===== src/design/pac_pkg.sv =====
// Function
// - Local vector reads back what was written.
// - Acknowledge copies upper five bits into vector.
// - Acknowledge cycle drives selected vector onto bus.
// - Low three type bits stored, no effect.
// - Prescaler ticks every 250, or 2 clocks.
// - Stale timer divides ticks by ten unless bypassed.
// - Both short bits: advance every other clock.
// - Stale mask gates status and interrupt sources.
// - Lockout refuses channel data, FIFO appears full.
// - Lockout in ECP forward withholds event 36.
// - Clear-timeout bit clears and holds timeout status.
// - Clear-timeout held blocks single-character interrupt.
// - Async DMA bit synchronises DMA grant input.
// - Unfair bit posts serial requests despite shared line.
package pac_pkg;

  // Register indices; the byte address is four times the index.
  localparam logic [9:0] IDX_LOCAL_VECTOR = 10'h018;
  localparam logic [9:0] IDX_AUX_CONTROL = 10'h03F;
  localparam logic [9:0] IDX_STATUS = 10'h040;

  // Reset values of the writable registers.
  localparam logic [7:0] LOCAL_VECTOR_RST = 8'h00;
  localparam logic [7:0] AUX_CONTROL_RST = 8'h00;

  // Field positions in the auxiliary control register.
  localparam int SHORT_TICK_BIT = 7;
  localparam int SHORT_STALE_BIT = 6;
  localparam int STALE_MASK_BIT = 5;
  localparam int FIFO_LOCKOUT_BIT = 4;
  localparam int CLEAR_TIMEOUT_BIT = 3;
  localparam int RESERVED_BIT = 2;
  localparam int ASYNC_DMA_BIT = 1;
  localparam int UNFAIR_BIT = 0;

  // Mask of bits that hold state; the reserved bit reads zero.
  localparam logic [7:0] AUX_WRITE_MASK = 8'hFB;

  // Service types, also the index into the vector array.
  localparam int TYPE_MODEM = 0;
  localparam int TYPE_PARALLEL = 1;
  localparam int TYPE_TRANSMIT = 2;
  localparam int TYPE_RECEIVE = 3;

  // Type codes merged under the five seed bits of a vector.
  localparam logic [2:0] CODE_MODEM = 3'h1;
  localparam logic [2:0] CODE_PARALLEL = 3'h3;
  localparam logic [2:0] CODE_TRANSMIT = 3'h2;
  localparam logic [2:0] CODE_RECEIVE = 3'h4;

  // Prescaler periods in clocks, normal and shortened.
  localparam int TICK_PERIOD = 250;
  localparam int TICK_PERIOD_SHORT = 2;
  // Stale timer divider in prescaler ticks.
  localparam int STALE_DIVIDE = 10;

endpackage : pac_pkg


===== src/design/parallel_aux_control_and_vector.sv =====
// Our own choice: the APB register port.
module parallel_aux_control_and_vector (
  // Clock and reset.
  input wire logic pclk,
  input wire logic presetn,
  // APB slave.
  input wire logic psel,
  input wire logic penable,
  input wire logic pwrite,
  input wire logic [11:0] paddr,
  input wire logic [31:0] pwdata,
  output logic [31:0] prdata,
  output logic pready,
  output logic pslverr,
  // Service request pins, one per type, active low; req_pending is active high.
  input wire logic [3:0] service_ack_n,
  input wire logic [3:0] service_line_n,
  input wire logic [3:0] req_pending,
  output logic [3:0] service_req_n,
  // Acknowledge read data bus.
  output logic [7:0] ack_db,
  output logic ack_db_en,
  // DMA grant pin and its cleaned form.
  input wire logic dma_grant_n,
  output logic dma_grant,
  // Parallel channel side.
  input wire logic channel_stale,
  input wire logic one_char_cond,
  input wire logic timeout_event,
  input wire logic chan_wr_valid,
  input wire logic fifo_full,
  input wire logic ecp_forward,
  input wire logic event36_req,
  input wire logic host_recovery,
  output logic fifo_accept,
  output logic fifo_full_seen,
  output logic event36,
  output logic discard_byte,
  // Timer and status outputs.
  output logic stale_advance,
  output logic stale_status,
  output logic timeout_status,
  output logic single_char_irq
);

  // Software registers.
  logic [7:0] local_vector_seed;
  logic [7:0] parallel_aux_control;
  // Per-type vector registers, indexed by service type.
  logic [7:0] vector_reg [4];

  // Named control bits.
  logic short_tick;
  logic short_stale;
  logic stale_mask;
  logic fifo_lockout;
  logic clear_timeout;
  logic async_dma_sync;
  logic unfair;
  assign short_tick = parallel_aux_control[pac_pkg::SHORT_TICK_BIT];
  assign short_stale = parallel_aux_control[pac_pkg::SHORT_STALE_BIT];
  assign stale_mask = parallel_aux_control[pac_pkg::STALE_MASK_BIT];
  assign fifo_lockout = parallel_aux_control[pac_pkg::FIFO_LOCKOUT_BIT];
  assign clear_timeout = parallel_aux_control[pac_pkg::CLEAR_TIMEOUT_BIT];
  assign async_dma_sync = parallel_aux_control[pac_pkg::ASYNC_DMA_BIT];
  assign unfair = parallel_aux_control[pac_pkg::UNFAIR_BIT];

  // Decode of a register index; used by both write and read paths.
  function automatic logic is_reg(input logic [11:0] a,
                                  input logic [9:0] idx);
    is_reg = (a[11:2] == idx) && (a[1:0] == 2'h0);
  endfunction : is_reg

  // Bus strobes.
  logic setup;
  logic access;
  logic wr_en;
  logic mapped;
  assign setup = psel && !penable;
  assign access = psel && penable;
  assign wr_en = access && pwrite;
  assign mapped = is_reg(paddr, pac_pkg::IDX_LOCAL_VECTOR) ||
                  is_reg(paddr, pac_pkg::IDX_AUX_CONTROL) ||
                  is_reg(paddr, pac_pkg::IDX_STATUS);

  // Zero wait states; unmapped accesses answer with an error.
  assign pready = 1'b1;
  assign pslverr = access && !mapped;

  // Pin synchronisers: ack, shared line and DMA grant in one vector.
  // A change is accepted only once stages two and three agree.
  logic [8:0] pins;
  logic [8:0] sync1;
  logic [8:0] sync2;
  logic [8:0] sync3;
  logic [8:0] filt;
  assign pins = {dma_grant_n, service_line_n, service_ack_n};

  // Three stage chain; inactive pins idle high.
  always_ff @(posedge pclk or negedge presetn) begin
    if (!presetn) begin
      sync1 <= 9'h1FF;
      sync2 <= 9'h1FF;
      sync3 <= 9'h1FF;
      filt <= 9'h1FF;
    end else begin
      sync1 <= pins;
      sync2 <= sync1;
      sync3 <= sync2;
      filt <= ((sync2 ~^ sync3) & sync3) | ((sync2 ^ sync3) & filt);
    end
  end

  // Active-high views of the filtered pins.
  logic [3:0] ack_act;
  logic [3:0] ack_prev;
  logic [3:0] ack_start;
  logic [3:0] line_busy;
  logic [3:0] posted;
  assign ack_act = ~filt[3:0];
  assign line_busy = ~filt[7:4];
  assign ack_start = ack_act & ~ack_prev;
  assign service_req_n = ~posted;

  // Software register writes; writes to status are ignored.
  always_ff @(posedge pclk or negedge presetn) begin
    if (!presetn) begin
      local_vector_seed <= pac_pkg::LOCAL_VECTOR_RST;
      parallel_aux_control <= pac_pkg::AUX_CONTROL_RST;
    end else if (wr_en) begin
      if (is_reg(paddr, pac_pkg::IDX_LOCAL_VECTOR)) begin
        local_vector_seed <= pwdata[7:0];
      end
      if (is_reg(paddr, pac_pkg::IDX_AUX_CONTROL)) begin
        parallel_aux_control <= pwdata[7:0] & pac_pkg::AUX_WRITE_MASK;
      end
    end
  end

  // Read data is captured in the setup phase so it is steady in access.
  always_ff @(posedge pclk or negedge presetn) begin
    if (!presetn) begin
      prdata <= 32'h0000_0000;
    end else if (setup && !pwrite) begin
      if (is_reg(paddr, pac_pkg::IDX_LOCAL_VECTOR)) begin
        prdata <= {24'h00_0000, local_vector_seed};
      end else if (is_reg(paddr, pac_pkg::IDX_AUX_CONTROL)) begin
        prdata <= {24'h00_0000, parallel_aux_control};
      end else if (is_reg(paddr, pac_pkg::IDX_STATUS)) begin
        prdata <= {24'h00_0000, posted, fifo_full_seen,
                   single_char_irq, stale_status, timeout_status};
      end else begin
        prdata <= 32'h0000_0000;
      end
    end
  end

  // Fair share posting; once posted a request holds while pending.
  // The parallel type ignores the shared line, so never waits on it.
  genvar q;
  generate
    for (q = 0; q < 4; q++) begin : g_post
      always_ff @(posedge pclk or negedge presetn) begin
        if (!presetn) begin
          posted[q] <= 1'b0;
        end else begin
          posted[q] <= req_pending[q] && (posted[q] || unfair ||
            !line_busy[q] || (q == pac_pkg::TYPE_PARALLEL));
        end
      end
    end
  endgenerate

  // Type code constant for each vector slot.
  logic [2:0] type_code [4];
  assign type_code[pac_pkg::TYPE_MODEM] = pac_pkg::CODE_MODEM;
  assign type_code[pac_pkg::TYPE_PARALLEL] = pac_pkg::CODE_PARALLEL;
  assign type_code[pac_pkg::TYPE_TRANSMIT] = pac_pkg::CODE_TRANSMIT;
  assign type_code[pac_pkg::TYPE_RECEIVE] = pac_pkg::CODE_RECEIVE;

  // Vector merge, one slot per type.
  genvar t;
  generate
    for (t = 0; t < 4; t++) begin : g_vec
      always_ff @(posedge pclk or negedge presetn) begin
        if (!presetn) begin
          vector_reg[t] <= 8'h00;
        end else if (ack_start[t] && posted[t]) begin
          vector_reg[t] <= {local_vector_seed[7:3], type_code[t]};
        end
      end
    end
  endgenerate

  // Acknowledge read cycle; the lowest active type wins a collision.
  logic [1:0] ack_sel;
  always_ff @(posedge pclk or negedge presetn) begin
    if (!presetn) begin
      ack_prev <= 4'h0;
      ack_db_en <= 1'b0;
      ack_sel <= 2'h0;
    end else begin
      ack_prev <= ack_act;
      ack_db_en <= 1'b0;
      for (int i = 3; i >= 0; i--) begin
        if (ack_act[i] && (posted[i] || (ack_db_en && ack_sel == i))) begin
          ack_db_en <= 1'b1;
          ack_sel <= 2'(i);
        end
      end
    end
  end

  assign ack_db = ack_db_en ? vector_reg[ack_sel] : 8'h00;

  // Prescaler for the stale data timer.
  logic [7:0] pre_cnt;
  logic [7:0] pre_last;
  logic tick;
  // A count left above a freshly shortened period restarts at once.
  assign pre_last = short_tick ? 8'(pac_pkg::TICK_PERIOD_SHORT - 1)
                               : 8'(pac_pkg::TICK_PERIOD - 1);
  assign tick = (pre_cnt == pre_last);
  always_ff @(posedge pclk or negedge presetn) begin
    if (!presetn) begin
      pre_cnt <= 8'h00;
    end else if (pre_cnt >= pre_last) begin
      pre_cnt <= 8'h00;
    end else begin
      pre_cnt <= pre_cnt + 8'h01;
    end
  end

  // Divide by ten of prescaler ticks, bypassed by the short bit.
  // With both short bits this yields one advance every other clock.
  logic [3:0] div_cnt;
  logic div_done;
  assign div_done = (div_cnt == 4'(pac_pkg::STALE_DIVIDE - 1));
  always_ff @(posedge pclk or negedge presetn) begin
    if (!presetn) begin
      div_cnt <= 4'h0;
      stale_advance <= 1'b0;
    end else begin
      stale_advance <= tick && (short_stale || div_done);
      if (tick) begin
        div_cnt <= (div_done || short_stale) ? 4'h0 : div_cnt + 4'h1;
      end
    end
  end

  // Timeout latch; a held clear bit overrides any new event.
  always_ff @(posedge pclk or negedge presetn) begin
    if (!presetn) begin
      timeout_status <= 1'b0;
    end else if (clear_timeout) begin
      timeout_status <= 1'b0;
    end else if (timeout_event) begin
      timeout_status <= 1'b1;
    end
  end

  // Stale status and single character interrupt condition.
  always_ff @(posedge pclk or negedge presetn) begin
    if (!presetn) begin
      stale_status <= 1'b0;
      single_char_irq <= 1'b0;
    end else begin
      stale_status <= channel_stale && !stale_mask;
      single_char_irq <= one_char_cond && timeout_status &&
                         !stale_mask && !clear_timeout;
    end
  end

  assign fifo_accept = chan_wr_valid && !fifo_full && !fifo_lockout;
  assign fifo_full_seen = fifo_full || fifo_lockout;

  // Event 36 is withheld under lockout in ECP forward; recovery there drops the byte.
  always_ff @(posedge pclk or negedge presetn) begin
    if (!presetn) begin
      event36 <= 1'b0;
      discard_byte <= 1'b0;
    end else begin
      event36 <= event36_req && !(fifo_lockout && ecp_forward);
      discard_byte <= host_recovery && fifo_lockout && ecp_forward;
    end
  end

  // Grant is synchronised only when asked; the sync path costs latency.
  always_ff @(posedge pclk or negedge presetn) begin
    if (!presetn) begin
      dma_grant <= 1'b0;
    end else begin
      dma_grant <= async_dma_sync ? !filt[8] : !dma_grant_n;
    end
  end

  // Checks.
  logic both_short;
  assign both_short = short_tick && short_stale;

  lvs_readback_a: assert property (
    @(posedge pclk) disable iff (!presetn)
    access && !pwrite && is_reg(paddr, pac_pkg::IDX_LOCAL_VECTOR)
    |-> prdata[7:0] == local_vector_seed)
    else $error("Local vector readback differs.");

  vec_merge_a: assert property (
    @(posedge pclk) disable iff (!presetn)
    ack_start[1] && posted[1]
    |=> vector_reg[1][7:3] == $past(local_vector_seed[7:3]))
    else $error("Vector merge lost seed bits.");

  ack_drive_a: assert property (
    @(posedge pclk) disable iff (!presetn)
    ack_db_en |-> ack_db == vector_reg[ack_sel])
    else $error("Acknowledge bus carries wrong vector.");

  type_bits_a: assert property (
    @(posedge pclk) disable iff (!presetn)
    wr_en && is_reg(paddr, pac_pkg::IDX_LOCAL_VECTOR)
    |=> local_vector_seed[2:0] == $past(pwdata[2:0]))
    else $error("Type bits not stored.");

  tick_period_a: assert property (
    @(posedge pclk) disable iff (!presetn)
    tick && !short_tick |-> pre_cnt == 8'(pac_pkg::TICK_PERIOD - 1))
    else $error("Prescaler tick at wrong count.");

  fast_rate_a: assert property (
    @(posedge pclk) disable iff (!presetn)
    stale_advance && $past(both_short) && both_short
    |=> !stale_advance)
    else $error("Stale timer advanced on adjacent clocks.");

  stale_mask_a: assert property (
    @(posedge pclk) disable iff (!presetn)
    $past(stale_mask) |-> !stale_status && !single_char_irq)
    else $error("Masked stale status visible.");

  lockout_full_a: assert property (
    @(posedge pclk) disable iff (!presetn)
    fifo_lockout |-> !fifo_accept && fifo_full_seen)
    else $error("Lockout did not refuse data.");

  ev36_hold_a: assert property (
    @(posedge pclk) disable iff (!presetn)
    $past(fifo_lockout && ecp_forward) |-> !event36)
    else $error("Event 36 sent under lockout.");

  timeout_clr_a: assert property (
    @(posedge pclk) disable iff (!presetn)
    clear_timeout ##1 clear_timeout |-> !timeout_status)
    else $error("Timeout status survived clear.");

  single_char_irq_off_a: assert property (
    @(posedge pclk) disable iff (!presetn)
    $past(clear_timeout) |-> !single_char_irq)
    else $error("Single char condition while clear held.");

  unfair_post_a: assert property (
    @(posedge pclk) disable iff (!presetn)
    unfair && req_pending[2] |=> posted[2])
    else $error("Unfair request not posted.");

  ack_cycle_c: cover property (@(posedge pclk) disable iff (!presetn)
    ack_start[0] && posted[0] ##1 ack_db_en);
  fast_timer_c: cover property (@(posedge pclk) disable iff (!presetn)
    both_short && stale_advance ##2 stale_advance);
  lockout_c: cover property (@(posedge pclk) disable iff (!presetn)
    fifo_lockout && ecp_forward && host_recovery);

endmodule : parallel_aux_control_and_vector


===== config.mk =====
export PLATFORM = sky130hd
export DESIGN_NAME = parallel_aux_control_and_vector
export DESIGN_NICKNAME = d
export VERILOG_FILES = /design/src/design/pac_pkg.sv /design/src/design/parallel_aux_control_and_vector.sv
export SDC_FILE = /design/constraint.sdc
export NUM_CORES = 1
export LEC_CHECK = 0
export BUFFER_PORTS_ARGS = -buffer_cell sky130_fd_sc_hd__buf_4
export CAP_MARGIN = 40
export CORE_MARGIN = 3
export CORE_UTILIZATION = 50
export CTS_CLUSTER_SIZE = 40
export DETAILED_ROUTE_END_ITERATION = 16
export PLACE_DENSITY = 0.76
export SLEW_MARGIN = 20
export SYNTH_ARGS = -nofsm -noshare
export SYNTH_HDL_FRONTEND = slang
export SYNTH_SLANG_ARGS = --single-unit

===== constraint.sdc =====
create_clock -name pclk -period 2.35 [get_ports pclk]
set_input_delay 0.3525 -clock pclk [delete_from_list [all_inputs] [get_ports pclk]]
set_output_delay 0.3525 -clock pclk [all_outputs]
set_load 0.01 [all_outputs]

# After elaboration in Yosys (flattened, before gate mapping)
# Cells that the tools add are included.
# word_totals
reg_bits	138
latchBits	0
ram_bits	0
romBits	0
word_cells	138
n_memories	0
# op_classes
addsub	2
multipliers	0
n_div	0
n_lt_le_gt_ge	2
eq_ne	8
shifts	0
muxes	21
bitwise	11
n_reduce_logical	67
# op_table
op	count
$mux W8	7
$logic_and A1 B1 Y1	34
$mux W32	1
$and A9 B9 Y9	2
$bmux W8 S2	1
$not A4 Y4	4
$logic_or A1 B1 Y1	14
$logic_not A1 Y1	13
$eq A10 B5 Y1 const B	1
$eq A10 B6 Y1 const B	1
$eq A10 B7 Y1 const B	1
$or A9 B9 Y9	1
$xnor A9 B9 Y9	1
$xor A9 B9 Y9	1
$add A8 B1 Y8 const B	1
$eq A8 B8 Y1	1
$ge A8 B8 Y1	1
$mux W2	4
$mux W1	7
$add A4 B1 Y4 const B	1
$and A4 B4 Y4	1
$eq A2 B2 Y1 const B	2
$eq A4 B4 Y1 const B	1
$logic_not A2 Y1	2
7 further kinds	8

# Depth between registers and ports, before layout
# Gate-level depths: netlist of run 1.
# depth
depth_word	8
mapped_depth	6

# Worst setup path after synthesis of run 1
# No wires, ideal clock.
# synth_path
kind	input-to-reg
from	input paddr[11]
to	register parallel_aux_control[0]
setup_time_ns	0.125
t_arrival_ns	1.591
slack_ns	0.634
path_stages	5
cell_sequence	or3_1 -> nor2b_2 -> buf_4 -> nand4_2 -> mux2_2
# synth_via
elab_chain_cells	3
# synth_rtl
item	line	source
start, declared	parallel_aux_control_and_vector.sv:10	input wire logic [11:0] paddr,
$eq A10 B6 Y1	parallel_aux_control_and_vector.sv:71	is_reg = (a[11:2] == idx) && (a[1:0] == 2'h0);
$logic_and A1 B1 Y1	parallel_aux_control_and_vector.sv:71	
$reduce_and A2 Y1 (no line)	n/a	
end signal, assigned	parallel_aux_control_and_vector.sv:129	parallel_aux_control <= pac_pkg::AUX_CONTROL_RST;
end signal, assigned	parallel_aux_control_and_vector.sv:135	parallel_aux_control <= pwdata[7:0] & pac_pkg::AUX_WRITE_MASK;
end, declared	parallel_aux_control_and_vector.sv:48	logic [7:0] parallel_aux_control;
# No other way between the ends.
# A chain may end at the register's enable or synchronous reset.

# Worst setup path in the final report of run 1
# layout_path
from	register ack_sel[0]
to	output ack_db[6]
# layout_via
elab_chain_cells	5
# layout_rtl
item	line	source
start, declared	parallel_aux_control_and_vector.sv:196	logic [1:0] ack_sel;
start signal, assigned	parallel_aux_control_and_vector.sv:208	ack_sel <= 2'(i);
$not A2 Y3 (implied by the code)	parallel_aux_control_and_vector.sv:214	assign ack_db = ack_db_en ? vector_reg[ack_sel] : 8'h00;
$bmux W8 S2	parallel_aux_control_and_vector.sv:214	
$mux W8 (implied by the code) (2 in a row)	parallel_aux_control_and_vector.sv:214	
$mux W8	parallel_aux_control_and_vector.sv:214	
end, declared	parallel_aux_control_and_vector.sv:21	output logic [7:0] ack_db,
# No other way between the ends. The select of a mux whose other input is x is not followed.

==> flow_summary.ini, run 1 <==
[timing]
setup_viol = 0
max_slew_margin_pct = 50.3
hold_violations = 0
worstMarginPinSlew_ns = 0.746
drv_slew = 0
setup_slack_ns = 0.199
rsz0062_at_grt = false
timing.final.crit_share_pct = 91.5
max_freq_mhz = 465
period_minus_slack_ns = 2.15
fin_setup_tns_ns = 0
finalClockSkew_ns = 0.0185

[die]
initial_utilization_pct = 51.8
die_w_um = 104
row_count = 35
dieArea_um2 = 10900
ios = 126
fp.dieH_um = 104
coreArea_um2 = 9330

[drt]
drt_iter0_drc = 132
viasPerCell = 5.30
vias = 3211
drcViolationCount = 0
dr.pass1.iters = 4
drtAntennaViolNets = 0
avgRoutedWirePerCell_um = 15.7
routed_wl_mm = 9.52

[grt]
antenna_found_initial = 0
use_met2_pct = 29.5
busiest_layer = met2
use_met1_pct = 23.9
grt_pass1_vias = 3248
grt_pass1_wl_mm = 15.9
met3_usage_pct = 3.54
grt_max_degree = 71
grt_overflow_total = 0
track_usage_pct = 18.2

[finish]
stdcell_count = 606
fin_area_um2 = 5680
fillers = 740
synthToLayoutAreaGrowth_pct = 17.6
final_util_pct = 60.9
seq_area_um2 = 2770
largest_reg_flops = 24
multi_input_area_um2 = 1850
antenna_cells = 0
drive_gt1_share_pct = 38.4
num-nets-final = 560

[clocking]
cts_sinks = 109
cts_max_level = 3
post-cts-setup-buffers = 0
cts_made_buffers = 9
clk_path_buf_depth = 2
clock_latency_ns = 0.38
cts.clk_slew.worst_paths_ns = 0.11
cts_tree = built
root_buffer = clkbuf_8

[synthesis]
ys_ff_latch = 109
async_flop_share_pct = 100
avgSynthCellArea_um2 = 12.4
ys_warn_count = 0
synthCells = 390
synth.area.top_cells = dfrtp_1 40%, dfstp_2 17%, mux2_2 8.4%
synth.distinct_cells = 48
seq_area_frac_synth_pct = 57.3
synthesis.area_um2 = 4830
synth_flop_cell = dfrtp_1
synth_top_area_share_pct = 39.9
synth-edff-count = 0
yosys.area.top_type = dfrtp_1

[power]
ir_drop_v = 0.000351
powerDensity_nw_per_um2 = 669
total_leakage_power_nw = 2.72

[worst_setup_path]
crit_fanout = 13
crit_required_ns = 2.00
ff2ff_path_depth = 5
critPathCaptureType = primary output
arrival_ns = 1.80
worstSetupPathType = flip-flop to primary output
crit_path_start_kind = flip-flop

[min_path]
worst_hold_path_type = primary input to flip-flop
hold_path_depth = 1

[run_status]
run_status = finished clean

[placement]
io_buffers = 75
dp_slack_ns = 0.354
dpl_cell_area_um2 = 5460
dp_hpwl_mm = 6.89
dp.cells = 589
gp_congestion = 0.802

[job]
drv_cap = 0
## Yosys cell counts, types with 9 or more instances
| cell | n |
|---|---|
| nor3_1 | 20 |
| ha_1 | 18 |
| mux2_2 | 36 |
| dfstp_2 | 32 |
| inv_1 | 16 |
| o21ai_0 | 9 |
| nor2_1 | 25 |
| nand3_1 | 16 |
| nand2_1 | 11 |
| and2_1 | 10 |
| buf_4 | 26 |
| dfrtp_1 | 77 |
## area by class of cell
class / instances / share of cell area (%)
Inverter: 16 / 1.06
Sequential cell: 109 / 48.8
Timing Repair Buffer: 83 / 11.2
Clock buffer: 9 / 2.18
Tap cell: 129 / 2.84
Clock inverter: 7 / 1.41
Multi-Input combinational cell: 253 / 32.5
## cell usage in the layout, fill, tap and decap left out, types with 8 or more instances in the layout
cell	synthesis	final
o21ai_0	9	9
and2_1	10	10
dfstp_2	32	32
a21oi_1	8	8
mux2_2	36	36
a21o_1	8	8
buf_4	26	81
inv_1	16	16
clkbuf_8	0	9
dfrtp_1	77	76
nand2_1	11	11
nor2_1	25	25
nor3_1	20	20
conb_1	2	25
nand3_1	16	16
ha_1	18	18
## path summary, 6_finish.rpt
check / from / end / slack [ns]
setup / recovery: ack_sel[0] / ack_db[6] / 0.20
hold / removal: service_ack_n[1] / sync1[1] / 0.07
setup reg to reg: pre_cnt[0] / pre_cnt[5] / 0.36
hold reg to reg: sync1[1] / sync2[1] / 0.36
max in group asynchronous: presetn / sync3[6] / 1.09
min in group asynchronous: presetn / vector_reg[29] / 0.47
## critical path, stage by stage, from the launching register on
cell	delay, ns
dfrtp_2	0.57
mux4_2	0.54
and2_1	0.17
buf_4	0.14
## cell families after synthesis
| logic type | synth area share [%] |
|---|---|
| xor gates and xnor gates | 1.09 |
| adders and majority gates | 4.66 |
| and+or+nand+nor | 13.1 |
| buffers and inverters | 6.25 |
| other | 0.156 |
| muxes | 10.9 |
| AOI/OAI and AO/OA | 6.45 |
| DFF | 57.3 |
## stage by stage
step	total power, mW	hold slack (ns)
finish	3.80	0.0747
global route	4.00	0.0469
CTS	3.84	0.0576
detailed placement	2.71	0.347
global placement	2.70	0.345
floorplan	2.46	0.0569
## metal layers
layer / part of all wire (%) / vias up / routed length, µm
met4: 2.3 / 0 / 222
met5: 0 / - / 0
li1: - / 1489 / -
met1: 44 / 1599 / 4200
met3: 4.6 / 20 / 442
met2: 49 / 103 / 4650
## where the power goes
group | internal, mW | total, mW | leakage [nW] | switching [mW]
clock | 0.423 | 1.12 | 0.104 | 0.698
combinational | 0.277 | 0.526 | 1.29 | 0.249
sequential | 2.01 | 2.15 | 1.32 | 0.145
## what timing repair did
| item | in CTS | in global routing |
|---|---|---|
| resized for setup | 0 | 1 |
| endpoints found under the setup margin | 0 | 5 |
| endpoints found under the hold margin | 15 | 0 |
| hold buffers | 1 | 0 |
Power figures use the tool's default switching activity.
==> inputs of run 2 (changes only) <==
CORE_ASPECT_RATIO = 1.75   (was unset)
PLACE_DENSITY = 0.8   (was 0.76)
==> flow_summary.ini, run 2 (synthesized netlist as in run 1, its figures left out) <==
[power]
clock_power_share_pct = 35.8
power.total_mw = 4.19
switchingPower_mw = 1.06
powerDensity_nw_per_um2 = 726
internal_power_mw = 3.13
comb_power_share_pct = 12.6
ir_drop_v = 0.000400
total_leakage_power_nw = 2.76
sequentialPowerShare_pct = 51.6
switching_share_pct = 25.3

[timing]
fin_setup_tns_ns = 0
setup_slack_ns = 0.237
rsz0062_at_grt = false
worstMarginPinSlew_ns = 0.676
hold_violations = 0
period_minus_slack_ns = 2.11
max_freq_mhz = 473
max_slew_margin_pct = 54.9
finalClockSkew_ns = 0.00395
drv_slew = 0
setup_viol = 0
timing.final.crit_share_pct = 89.9

[drt]
viasPerCell = 5.36
drtAntennaViolNets = 0
avgRoutedWirePerCell_um = 16.3
routed_wl_mm = 9.71
vias = 3202
dr.pass1.iters = 4
drt_iter0_drc = 222
drcViolationCount = 0

[clocking]
post-cts-setup-buffers = 0
cts.clk_slew.worst_paths_ns = 0.07
clk_path_buf_depth = 2
cts_made_buffers = 9
clock_latency_ns = 0.34
cts_sinks = 109
cts_max_level = 3
cts_tree = built
root_buffer = clkbuf_16

[worst_setup_path]
arrival_ns = 1.76
ff2ff_setup_slack_ns = 0.41
critPathCaptureType = primary output
ff2ff_path_depth = 5
crit_path_start_kind = flip-flop
crit-reg2reg-launch = parallel_aux_control[7]
crit_fanout = 13
worstSetupPathType = flip-flop to primary output
crit_required_ns = 2.00
r2r-end = div_cnt[3]

[job]
drv_cap = 0

[grt]
antenna_found_initial = 0
track_usage_pct = 19.1
grt_max_degree = 80
grt_pass1_wl_mm = 16.0
grt_pass1_vias = 3352
grt_overflow_total = 0

[finish]
drive_gt1_share_pct = 38.4
antenna_cells = 0
num-nets-final = 560
final_common_cell = buf_4
synthToLayoutAreaGrowth_pct = 19.5
largest_reg_flops = 24
final_cell_mix = 81 x buf_4, 76 x dfrtp_1, 36 x mux2_2

[die]
initial_utilization_pct = 52.1
ios = 126
row_count = 46
coreArea_um2 = 9270
die_w_um = 80.3
dieArea_um2 = 10900
fp.dieH_um = 136

[min_path]
hold_path_depth = 1
holdPathEnd = sync1[6]
worst_hold_path_type = primary input to flip-flop
hold_start = service_line_n[2]

[placement]
dp_slack_ns = 0.375
io_buffers = 75
gp_congestion = 0.873
dp_hpwl_mm = 7.35

[run_status]
run_status = finished clean
run 2: how the worst max path moves through the flow:
stage | from | endpoint | slack [ns] | depth (start not counted)
after floorplan | paddr[11] | parallel_aux_control[0] | 0.63 | 5
after global placement | ack_sel[0] | ack_db[6] | 0.42 | 3
after detailed placement | parallel_aux_control[7] | div_cnt[3] | 0.38 | 5
after CTS | ack_sel[0] | ack_db[6] | 0.05 | 3
after global routing | ack_sel[0] | ack_db[7] | 0.17 | 3
final | ack_sel[0] | ack_db[6] | 0.24 | 3
run 2: area by class of cell:
type	instances	area [µm²]
Clock inverter	4	27.5
Sequential cell	109	2770
Multi-Input combinational cell	253	1850
Timing Repair Buffer	83	638
Fill cell	738	3500
Clock buffer	12	278
Tap cell	120	150
Inverter	16	60.1
run 2: stage by stage:
stage / hold WS, ns / std cells / utilization, % / cell area (µm²)
floorplan: 0.0569 / 413 / - / 4910
detailed placement: 0.307 / 580 / 58.8 / 5450
CTS: 0.103 / 597 / 62.2 / 5770
global placement: 0.299 / 580 / 58.8 / 5450
finish: 0.116 / 597 / 62.2 / 5770
global route: 0.0942 / 597 / 62.2 / 5770
run 2: power by group through the flow:
stage / Clock (mW) / Sequential (mW) / Combinational (mW)
final: 1.50 / 2.16 / 0.529
after global routing: 1.60 / 2.18 / 0.585
after CTS: 1.52 / 2.16 / 0.539
after detailed placement: 0 / 2.19 / 0.535
after global placement: 0 / 2.19 / 0.518
after floorplan: 0 / 2.11 / 0.353
run 2: what timing repair did:
action                                  4_1_cts  5_1_grt
endpoints found under the setup margin        0        5
hold buffers                                  1        0
endpoints found under the hold margin        13        0
resized for setup                             0        1
run 2: per-layer routing:
layer  vias up  global-route usage, %  wire, µm
met5         -                      0         0
met1      1612                   20.8      3600
met3        18                   3.98       348
met2        86                   35.0      5530
li1       1486                      -         -
met4         0                   7.89       227
run 2: worst max-delay path, cell delays in order, from the launching register on:
cell and delay (ns):
dfrtp_2 0.56, mux4_2 0.55, and2_1 0.17, buf_4 0.13
